==> src/inc/mgcp_pkg.sv <==
// package: register map, field layout and timing constants of the pad port block
package mgcp_pkg;

  localparam int unsigned CLK_HZ          = 10_000_000;
  localparam int unsigned BUZZ_TONE_HZ    = 2_000;
  localparam int unsigned CAM_CLK_HZ      = 1_000_000;
  localparam int unsigned BUZZ_HALF_CYC   = CLK_HZ / (2 * BUZZ_TONE_HZ);
  localparam int unsigned CAM_HALF_CYC    = CLK_HZ / (2 * CAM_CLK_HZ);
  localparam int          DIV_W           = 16;

  localparam logic [11:0] ADDR_MODE       = 12'h000;
  localparam logic [11:0] ADDR_OUT        = 12'h004;
  localparam logic [11:0] ADDR_IN         = 12'h008;
  localparam logic [11:0] ADDR_ALT_CTL    = 12'h00C;
  localparam logic [11:0] ADDR_CAM_CTL    = 12'h010;
  localparam logic [11:0] ADDR_CAM_STAT   = 12'h014;
  localparam logic [11:0] ADDR_BUZZ_DIV   = 12'h018;

  localparam int          NPAD            = 3;

  // per pad mode field, two bits each
  localparam logic [1:0]  MODE_IN         = 2'h0;
  localparam logic [1:0]  MODE_OUT        = 2'h1;
  localparam logic [1:0]  MODE_ALT        = 2'h2;

  // alternate control register bits
  localparam int          ALT_RADIO_BIT   = 0;
  localparam int          ALT_ALARM_SET   = 1;
  localparam int          ALT_ALARM_CLR   = 2;
  localparam int          ALT_BUZZ_EN     = 3;
  localparam int          ALT_ALARM_STAT  = 4;

  // camera control / status bits
  localparam int          CAM_PWR_BIT     = 0;
  localparam int          CAM_CLK_EN_BIT  = 1;
  localparam int          CAM_FRAME_BIT   = 8;
  localparam int          CAM_READY_BIT   = 9;

  localparam logic [5:0]  MODE_RESET      = 6'h00;
  localparam logic [DIV_W-1:0] BUZZ_DIV_RESET = DIV_W'(BUZZ_HALF_CYC);

  typedef struct packed {
    logic [NPAD-1:0] out;
    logic [NPAD-1:0] oe_n;
  } mgcp_pad_drive_s;

  typedef struct packed {
    logic       frame_end;
    logic       data_ready;
    logic [7:0] data;
  } mgcp_cam_in_s;

endpackage

==> src/hw/mgcp_top.sv <==
// pad port block: three multi-mode pads, camera side pins, apb registers
//
// Operation
// - each pad selects input, output or internally driven alternate function
// - input-mode pad read returns current pad level
// - output-mode pad takes written level; read returns set value
// - alternate-mode pad level comes from internal logic, not user writes
// - pad zero alternate function is the radio transmit monitor
// - alarm pad offers input, output and alarm output
// - buzzer pad offers input, output and buzzer drive
// - output pads drive both levels actively
// - alarm output rises at alarm start, falls on clear command
// - buzzer output produces square waves when enabled
// - camera frame end strobe is received as an input
// - module supplies the camera clock on its clock output pad
// - camera data ready is sampled and qualifies parallel data
// - module drives the camera power command output
`timescale 1ns/100ps
module mgcp_top
  import mgcp_pkg::*;
(
  input  wire logic        pclk,
  input  wire logic        presetn,
  input  wire logic        psel,
  input  wire logic        penable,
  input  wire logic        pwrite,
  input  wire logic [11:0] paddr,
  input  wire logic [31:0] pwdata,
  output logic      [31:0] prdata,
  output logic             pready,
  output logic             pslverr,
  input  wire logic        radio_transmit_monitor,
  input  wire logic        alarm_start,
  input  wire logic [NPAD-1:0] pad_in,
  output logic      [NPAD-1:0] pad_out,
  output logic      [NPAD-1:0] pad_oe_n,
  input  wire logic        frame_end_input,
  input  wire logic        camera_data_ready_in,
  input  wire logic [7:0]  parallel_data_in,
  output logic             camera_clock_out,
  output logic             camera_power_command
);

  // register state
  logic [5:0]       mode_r;
  logic [NPAD-1:0]  out_r;
  logic             radio_en_r;
  logic             alarm_r;
  logic             buzz_en_r;
  logic             buzz_r;
  logic [DIV_W-1:0] buzz_div_r;
  logic [DIV_W-1:0] buzz_cnt_r;
  logic             cam_pwr_r;
  logic             cam_clk_en_r;
  logic             cam_clk_r;
  logic [DIV_W-1:0] cam_cnt_r;
  logic             frame_d_r;
  logic             frame_seen_r;
  logic [7:0]       cam_data_r;

  // pin synchronisers
  logic [NPAD-1:0]  pin_s1_r;
  logic [NPAD-1:0]  pin_s2_r;
  logic             frame_s1_r;
  logic             frame_s2_r;
  logic             ready_s1_r;
  logic             ready_s2_r;
  logic [7:0]       data_s1_r;
  logic [7:0]       data_s2_r;

  // bus decode
  logic [31:0]      prdata_nxt;
  logic             acc;
  logic             wr;
  logic             rd;
  logic             rd_setup;
  logic             hit_mode;
  logic             hit_out;
  logic             hit_in;
  logic             hit_alt;
  logic             hit_cam;
  logic             hit_stat;
  logic             hit_div;
  logic             mapped;
  logic             alt_wr;
  logic             stat_rd;

  // internal events
  logic             frame_rise;
  logic             buzz_wrap;
  logic             cam_wrap;
  logic             radio_alt;
  logic             alarm_set;
  logic             alarm_clr;
  logic [NPAD-1:0]  alt_val;

  // apb decode: zero wait states, unmapped offsets flag an error
  assign acc      = psel & penable;
  assign wr       = acc & pwrite;
  assign rd       = acc & ~pwrite;
  assign rd_setup = psel & ~penable & ~pwrite;
  assign pready   = 1'b1;
  assign hit_mode = (paddr == ADDR_MODE);
  assign hit_out  = (paddr == ADDR_OUT);
  assign hit_in   = (paddr == ADDR_IN);
  assign hit_alt  = (paddr == ADDR_ALT_CTL);
  assign hit_cam  = (paddr == ADDR_CAM_CTL);
  assign hit_stat = (paddr == ADDR_CAM_STAT);
  assign hit_div  = (paddr == ADDR_BUZZ_DIV);
  assign mapped   = hit_mode | hit_out | hit_in | hit_alt | hit_cam | hit_stat | hit_div;
  assign pslverr  = acc & ~mapped;
  assign alt_wr   = wr & hit_alt;
  assign stat_rd  = rd & hit_stat;

  // pad pins are asynchronous: two flops before use
  always_ff @(posedge pclk or negedge presetn) begin
    if (!presetn) begin
      pin_s1_r <= '0;
      pin_s2_r <= '0;
    end else begin
      pin_s1_r <= pad_in;
      pin_s2_r <= pin_s1_r;
    end
  end

  // camera lines each get a flop pair; ready and data may skew by one cycle
  always_ff @(posedge pclk or negedge presetn) begin
    if (!presetn) begin
      frame_s1_r <= 1'b0;
      frame_s2_r <= 1'b0;
      ready_s1_r <= 1'b0;
      ready_s2_r <= 1'b0;
      data_s1_r  <= '0;
      data_s2_r  <= '0;
    end else begin
      frame_s1_r <= frame_end_input;
      frame_s2_r <= frame_s1_r;
      ready_s1_r <= camera_data_ready_in;
      ready_s2_r <= ready_s1_r;
      data_s1_r  <= parallel_data_in;
      data_s2_r  <= data_s1_r;
    end
  end

  // mode field, two bits a pad
  always_ff @(posedge pclk or negedge presetn) begin
    if (!presetn) begin
      mode_r <= MODE_RESET;
    end else if (wr && hit_mode) begin
      mode_r <= pwdata[5:0];
    end
  end

  // level register; alternate pads ignore it
  always_ff @(posedge pclk or negedge presetn) begin
    if (!presetn) begin
      out_r <= '0;
    end else if (wr && hit_out) begin
      out_r <= pwdata[NPAD-1:0];
    end
  end

  // alarm set and clear bits are strobes, only these two are stored
  always_ff @(posedge pclk or negedge presetn) begin
    if (!presetn) begin
      radio_en_r <= 1'b0;
      buzz_en_r  <= 1'b0;
    end else if (alt_wr) begin
      radio_en_r <= pwdata[ALT_RADIO_BIT];
      buzz_en_r  <= pwdata[ALT_BUZZ_EN];
    end
  end

  // camera enables
  always_ff @(posedge pclk or negedge presetn) begin
    if (!presetn) begin
      cam_pwr_r    <= 1'b0;
      cam_clk_en_r <= 1'b0;
    end else if (wr && hit_cam) begin
      cam_pwr_r    <= pwdata[CAM_PWR_BIT];
      cam_clk_en_r <= pwdata[CAM_CLK_EN_BIT];
    end
  end

  // buzzer half period in pclk cycles
  always_ff @(posedge pclk or negedge presetn) begin
    if (!presetn) begin
      buzz_div_r <= BUZZ_DIV_RESET;
    end else if (wr && hit_div) begin
      buzz_div_r <= pwdata[DIV_W-1:0];
    end
  end

  // alarm: rises on start event, held until clear command; set wins over clear
  // a start held high keeps the pad up through a clear
  assign alarm_set = alarm_start | (alt_wr & pwdata[ALT_ALARM_SET]);
  assign alarm_clr = alt_wr & pwdata[ALT_ALARM_CLR];
  always_ff @(posedge pclk or negedge presetn) begin
    if (!presetn) begin
      alarm_r <= 1'b0;
    end else if (alarm_set) begin
      alarm_r <= 1'b1;
    end else if (alarm_clr) begin
      alarm_r <= 1'b0;
    end
  end

  // buzzer square wave; divider reload keeps tone pitch software set
  // a divider of one toggles on every edge; zero wraps the counter and toggles every 65536 cycles
  assign buzz_wrap = (buzz_cnt_r >= buzz_div_r - DIV_W'(1));
  always_ff @(posedge pclk or negedge presetn) begin
    if (!presetn) begin
      buzz_r     <= 1'b0;
      buzz_cnt_r <= '0;
    end else if (!buzz_en_r) begin
      buzz_r     <= 1'b0;
      buzz_cnt_r <= '0;
    end else if (buzz_wrap) begin
      buzz_r     <= ~buzz_r;
      buzz_cnt_r <= '0;
    end else begin
      buzz_cnt_r <= buzz_cnt_r + DIV_W'(1);
    end
  end

  // camera master clock divided from pclk
  assign cam_wrap = (cam_cnt_r == DIV_W'(CAM_HALF_CYC - 1));
  always_ff @(posedge pclk or negedge presetn) begin
    if (!presetn) begin
      cam_clk_r <= 1'b0;
      cam_cnt_r <= '0;
    end else if (!cam_clk_en_r) begin
      cam_clk_r <= 1'b0;
      cam_cnt_r <= '0;
    end else if (cam_wrap) begin
      cam_clk_r <= ~cam_clk_r;
      cam_cnt_r <= '0;
    end else begin
      cam_cnt_r <= cam_cnt_r + DIV_W'(1);
    end
  end

  // frame end edge is sticky until status read; a new edge wins over the read clear
  assign frame_rise = frame_s2_r & ~frame_d_r;
  always_ff @(posedge pclk or negedge presetn) begin
    if (!presetn) begin
      frame_d_r    <= 1'b0;
      frame_seen_r <= 1'b0;
    end else begin
      frame_d_r <= frame_s2_r;
      if (frame_rise) begin
        frame_seen_r <= 1'b1;
      end else if (stat_rd) begin
        frame_seen_r <= 1'b0;
      end
    end
  end

  // a byte is taken only while ready stands, so a stalled sensor keeps the last one
  always_ff @(posedge pclk or negedge presetn) begin
    if (!presetn) begin
      cam_data_r <= '0;
    end else if (ready_s2_r) begin
      cam_data_r <= data_s2_r;
    end
  end

  assign radio_alt = radio_en_r & radio_transmit_monitor;
  assign alt_val   = {buzz_r, alarm_r, radio_alt};

  // one slice per pad: push-pull whenever output or alternate
  for (genvar i = 0; i < NPAD; i++) begin : g_pad
    logic oe_n_nxt;
    logic out_nxt;

    always_comb begin
      unique case (mode_r[2*i +: 2])
        MODE_IN: begin
          oe_n_nxt = 1'b1;
          out_nxt  = out_r[i];
        end
        MODE_ALT: begin
          oe_n_nxt = 1'b0;
          out_nxt  = alt_val[i];
        end
        default: begin
          oe_n_nxt = 1'b0;
          out_nxt  = out_r[i];
        end
      endcase
    end

    // registered pad outputs; camera users must unfit the sensor first
    always_ff @(posedge pclk or negedge presetn) begin
      if (!presetn) begin
        pad_out[i]  <= 1'b0;
        pad_oe_n[i] <= 1'b1;
      end else begin
        pad_out[i]  <= out_nxt;
        pad_oe_n[i] <= oe_n_nxt;
      end
    end
  end

  assign camera_clock_out     = cam_clk_r;
  assign camera_power_command = cam_pwr_r;

  always_comb begin
    prdata_nxt = '0;
    unique case (paddr)
      ADDR_MODE:     prdata_nxt[5:0] = mode_r;
      ADDR_OUT:      prdata_nxt[NPAD-1:0] = out_r;
      ADDR_IN:       prdata_nxt[NPAD-1:0] = pin_s2_r;
      ADDR_ALT_CTL: begin
        prdata_nxt[ALT_RADIO_BIT]  = radio_en_r;
        prdata_nxt[ALT_BUZZ_EN]    = buzz_en_r;
        prdata_nxt[ALT_ALARM_STAT] = alarm_r;
      end
      ADDR_CAM_CTL: begin
        prdata_nxt[CAM_PWR_BIT]    = cam_pwr_r;
        prdata_nxt[CAM_CLK_EN_BIT] = cam_clk_en_r;
      end
      ADDR_CAM_STAT: begin
        prdata_nxt[7:0]            = cam_data_r;
        prdata_nxt[CAM_FRAME_BIT]  = frame_seen_r;
        prdata_nxt[CAM_READY_BIT]  = ready_s2_r;
      end
      ADDR_BUZZ_DIV: prdata_nxt[DIV_W-1:0] = buzz_div_r;
      default:       prdata_nxt = '0;
    endcase
  end

  // read data held in a flop; captured in setup so it is valid in access phase
  always_ff @(posedge pclk or negedge presetn) begin
    if (!presetn) begin
      prdata <= '0;
    end else if (rd_setup) begin
      prdata <= prdata_nxt;
    end
  end

endmodule

==> config.mk <==
export PLATFORM = sky130hd
export DESIGN_NAME = mgcp_top
export DESIGN_NICKNAME = d
export VERILOG_FILES = /design/src/inc/mgcp_pkg.sv /design/src/hw/mgcp_top.sv
export SDC_FILE = /design/constraint.sdc
export NUM_CORES = 1
export LEC_CHECK = 0
export BUFFER_PORTS_ARGS = -buffer_cell sky130_fd_sc_hd__buf_2
export CORE_MARGIN = 4
export CORE_UTILIZATION = 56
export DETAILED_ROUTE_END_ITERATION = 16
export PLACE_DENSITY = 0.84
export SLEW_MARGIN = 20
export SYNTH_ARGS = -nofsm -noshare
export SYNTH_HDL_FRONTEND = slang
export SYNTH_SLANG_ARGS = --single-unit
==> constraint.sdc <==
create_clock -name pclk -period 4.54 [get_ports pclk]
set_input_delay 0.454 -clock pclk [delete_from_list [all_inputs] [get_ports pclk]]
set_output_delay 0.454 -clock pclk [all_outputs]
set_load 0.005 [all_outputs]
After elaboration in Yosys (flattened, before gate mapping)
Index checks and enable logic that the tools add are counted.
- flip-flop bits (word level): 122
- input bits: 64
- output and inout bits: 42
- word-level logic and storage cells: 106
- add/sub/neg operators: 3
- $lt $le $gt $ge: 1
- equal/unequal tests: 12
- mux-type cells: 25
- bitwise logic cells: 25
- reductions and logical operators: 10
- operator list (operator ; count):
    $mux W16 ; 4
    $eq A12 B5 Y1 const B ; 3
    $add A16 B1 Y16 const B ; 2
    $eq A12 B4 Y1 const B ; 2
    $eq A16 B3 Y1 const B ; 1
    $ge A16 B16 Y1 ; 1
    $sub A16 B1 Y16 const B ; 1
    $mux W1 ; 14
    $and A1 B1 Y1 ; 12
    $eq A12 B3 Y1 const B ; 1
    $logic_not A12 Y1 ; 1
    $pmux W2 S4 ; 1
    $pmux W4 S2 ; 1
    $or A1 B1 Y1 ; 7
    $pmux W1 S7 ; 1
    $eq A2 B2 Y1 const B ; 3
    $logic_not A2 Y1 ; 3
    $mux W6 ; 1
    $not A1 Y1 ; 6
    $pmux W1 S6 ; 1
    $pmux W1 S5 ; 1
    $logic_and A1 B1 Y1 ; 4
    $ne A2 B1 Y1 const B ; 2
    $reduce_bool A2 Y1 ; 2
    $pmux W1 S3 ; 1

Logic depth before layout (Yosys ltp)
- depth in word-level cells: 9
- gate-level depth with buffers: 13
- gate-level depth less buffers: 12

Least setup slack after synthesis
No wires, ideal clock.
- path type: flip-flop to flip-flop
- start: register buzz_div_r[5]
- end: register buzz_cnt_r[10]
- setup time: 0.132 ns
- arrival: 3.088 ns
- path slack: 1.320 ns
- cell stages (with the launch flop): 12
- buffers on the path: 1
- period minus slack after synthesis: 3.220 ns
- cell sequence: dfrtp_1 or4_1 or4_1 nor3_1 xnor2_1 ha_1 nand4_1 nor3_1 o311ai_0 nand4_1 clkbuf_1 nor2_1
- word-level cells in the longest chain between the ends: 4
- ends and longest elaborated chain (what ; line ; text):
    start, declared ; mgcp_top.sv:51 ; logic [DIV_W-1:0] buzz_div_r;
    start signal, assigned ; mgcp_top.sv:190 ; buzz_div_r <= pwdata[DIV_W-1:0];
    $sub A16 B1 Y16 ; mgcp_top.sv:210 ; assign buzz_wrap = (buzz_cnt_r >= buzz_div_r - DIV_W'(1));
    $ge A16 B16 Y1 ; mgcp_top.sv:210 ;
    $mux W16 ; mgcp_top.sv:218 ; end else if (buzz_wrap) begin
    $mux W16 ; mgcp_top.sv:215 ; end else if (!buzz_en_r) begin
    end signal, assigned ; mgcp_top.sv:222 ; buzz_cnt_r <= buzz_cnt_r + DIV_W'(1);
    end, declared ; mgcp_top.sv:52 ; logic [DIV_W-1:0] buzz_cnt_r;
Every way passes these cells.
A chain may end at the register's enable or synchronous reset.

Worst setup path in the final report
- start: register buzz_div_r[5]
- end: register buzz_r
- word-level cells in the longest chain between the ends: 3
- ends and longest elaborated chain (what ; line ; text):
    $sub A16 B1 Y16 ; mgcp_top.sv:210 ;
    $ge A16 B16 Y1 ; mgcp_top.sv:210 ;
    $ne A2 B1 Y1 (no line) ; n/a ;
    end signal, assigned ; mgcp_top.sv:219 ; buzz_r <= ~buzz_r;
    end, declared ; mgcp_top.sv:50 ; logic buzz_r;
Every way passes these cells.

==> qor.tcl <==
set qor(synth_xor_area_share_pct) 6.941
set qor(max_slew.worst_pin.slew_ns) 1.094
set qor(main_combinational_cell_family_by_area_after_synthesis) {simple AND/OR/NAND/NOR gates}
set qor(insertedDiodeCount) 0
set qor(cts_buffer_depth) 2
set qor(drt_first_iter_violations) 210
set qor(placed_area_um2) 6100
set qor(cts_buffers) 17
set qor(max-vdd-ir-drop_mv) 0.3189
set qor(cts.reportedPaths.clkPinSlew_ns) 0.06
set qor(rows) 36
set qor(timing_hold_violations_final) 0
set qor(synth_ff_type) {dfrtp_1}
set qor(worst-r2r-cell-count) 11
set qor(finalCriticalPeriod_ns) 3.663
set qor(worst_hold_path_type) {primary input to register}
set qor(routed_via_density) 5.525
set qor(synth_mux_area_share_pct) 9.431
set qor(dpl.hpwl_um) 8335
set qor(route.detailed.wl_per_inst_um) 16.49
set qor(vias) 4033
set qor(worst_path_largest_cell_delay_ns) 0.55
set qor(synth_cell_type_count) 50
set qor(hold_depth) 1
set qor(timing.critical_path.fanout_max) 17
set qor(final_max_slew_viol_count) 0
set qor(layout.core_utilization_pct) 68.08
set qor(max-cap-violations) 0
set qor(synth_top_cells_by_area) {dfrtp_1, mux2_2, ha_1}
set qor(htree_num_levels) 4
set qor(top_library_cells_by_usage_in_the_layout_fill_and_taps_aside) {dfrtp_1, buf_2, nor2_1}
set qor(synthToLayoutAreaGrowth_pct) 17.74
set qor(outcome) {finished, final reports clean}
set qor(drt_pass1_iterations) 5
set qor(wl_um) 12040
set qor(postSynth.asyncResetShare_pct) 100.0
set qor(io_buffer_count) 72
set qor(first_global_vias) 4082
set qor(relSlewSlack_pct) 26.46
set qor(tns_ns) 0
set qor(drc) 0
set qor(synth_area_um2) 5678
set qor(path_cells) {or4_1, or4_1, nor3_1, xnor2_1, ha_1, nand4_1, nor3_1, o311ai_0, nand4_1, buf_4, mux2_2}
set qor(final_cell_area_um2) 6685
set qor(critical-path-slowest-cell) {or4_1}
set qor(antenna_found_initial) 0
set qor(yosysTopAreaCell) {dfrtp_1}
set qor(synth.avg_cell_area_um2) 11.27
set qor(yosys_warnings) 0
set qor(boundaryPins) 106
set qor(finalClockSkew_ns) 0.008810
set qor(multi_input_area_um2) 2432
set qor(synth_seq_area_share_pct) 53.94
set qor(clock_sink_count) 122
set qor(share_of_cells_above_drive_strength_1_pct) 25.29
set qor(grt_util_all_layers_pct) 21.66
set qor(final_nets) 668
set qor(worst_hold_margin_ns) 0.02620
set qor(critical_path_arrival_ns) 4.07
set qor(maximum_clock_frequency_ghz) 0.2730
set qor(synth_edf_count) 0
set qor(cts-root-buf) {clkbuf_8}
set qor(fillerInstances) 702
set qor(fin_crit_sh_pct) 80.68
set qor(class_of_the_most_critical_setup_path) {register to register}
set qor(synth_fa_ha_area_share_pct) 4.407
set qor(synth_compound_area_share_pct) 5.641
set qor(antenna_violating_nets_post_route) 0
set qor(overflow) 0
set qor(pin_count_of_the_biggest_net_entering_global_routing) 59
set qor(wire_length_of_the_first_global_routing_pass_um) 19460
set qor(setup_viol) 0
set qor(die_x_um) 108.7
set qor(static-leakage-power_uw) 0.003212
set qor(fp.coreArea_um2) 9819
set qor(cts_tree) {done}
set qor(area.sequential_um2) 3063
set qor(die_area_um2) 11810
set qor(setup.worst_path.start_class) {register}
set qor(yosys.area.top_type_share_pct) 50.24
set qor(die_y_um) 108.7
set qor(synth_seq_cells) 122
set qor(critical_path_required_ns) 4.95
set qor(worst_setup_path_end_kind) {register}
set qor(post_synth_inst_count) 504
set qor(final_common_cell) {dfrtp_1}
set qor(placer_congestion_estimate) 0.7950
set qor(cellPowerDensity_nw_per_um2) 401.7
set qor(setup_repair_after_global_routing_missed_its_margin) {false}
set qor(postCtsSetupBuffers) 0
set qor(clock_insertion_delay_worst_skew_ns) 0.53
set qor(post_synth_and_or_nand_nor_area_fraction_pct) 15.29
set qor(floorplan.initialDensity_pct) 57.82
-- power by group --
part | internal [µW] | switching [µW]
registers | 1140 | 50.2
logic | 85.6 | 106
clock network | 832 | 474
total | 2060 | 630
-- layer usage --
metal | GRT usage, % | vias to the layer above | wire, µm
li1 | - | 1881 | -
met1 | 26.34 | 1963 | 4889
met2 | 36.89 | 158 | 6006
met3 | 5.802 | 31 | 855
met4 | 8.476 | 0 | 288
met5 | 0 | - | 0
-- cells in the mapped netlist (10+ instances only) --
| master | n |
|---|---|
| nand2_1 | 48 |
| xor2_1 | 22 |
| nand3_1 | 15 |
| xnor2_1 | 23 |
| o21ai_0 | 19 |
| inv_1 | 12 |
| buf_4 | 18 |
| mux2_1 | 10 |
| nor2_1 | 56 |
| ha_1 | 20 |
| dfrtp_1 | 114 |
| clkbuf_1 | 10 |
| nor3_1 | 10 |
| mux2_2 | 30 |
-- state kept, by name, summed over array words and instances (netlist names), 3 cells and up --
signal      cells
buzz_cnt_r     16
buzz_div_r     16
cam_cnt_r      16
prdata         16
cam_data_r      8
data_s1_r       8
data_s2_r       8
mode_r          6
out_r           3
pad_oe_n        3
pad_out         3
pin_s1_r        3
pin_s2_r        3
-- final cells by class --
cell class | instances | area share, %
Clock buffer | 20 | 6.363
Clock inverter | 12 | 2.246
Inverter | 12 | 0.6738
Multi-Input combinational cell | 354 | 36.38
Sequential cell | 122 | 45.82
Tap cell | 133 | 2.489
Timing Repair Buffer | 77 | 6.027
-- stage by stage --
step	cells	power [µW]	setup slack (ns)
after floorplan	519	1326	1.320
after global placement	697	1384	1.068
after detailed placement	697	1400	0.9326
after CTS	730	2710	0.8951
after global routing	730	2787	0.6432
final	730	2685	0.8770
-- worst paths after layout --
path	from	end	slack, ns
min in group asynchronous	presetn	buzz_cnt_r[9]	0.30
min	pad_in[2]	pin_s1_r[2]	0.03
max in group asynchronous	presetn	out_r[1]	3.32
max	buzz_div_r[5]	buzz_r	0.88
min reg2reg	data_s1_r[4]	data_s2_r[4]	0.34
max reg2reg	buzz_div_r[5]	buzz_r	0.88
-- kinds of logic after synthesis --
kind of cell	after synthesis
AO/OA/AOI/OAI	50
XOR/XNOR	45
adder cells (fa/ha/maj)	20
buffers and inverters	43
flip-flops	122
multiplexers	46
other	2
AND/OR/NAND/NOR	176
-- worst max-delay path: cells and delay by family (launching register included) --
kind / cells / cell delay (ns)
buf+inv: 1 / 0.22
simple gates: 6 / 1.87
xor+xnor: 1 / 0.11
compound gates: 1 / 0.21
mux: 1 / 0.36
flops: 1 / 0.46
fa+ha+maj: 1 / 0.30
-- timing repair --
item,CTS,global route
hold buffers,1,0
hold endpoints to repair,9,0
resized for setup,0,0
(Power assumes the default switching activity.)
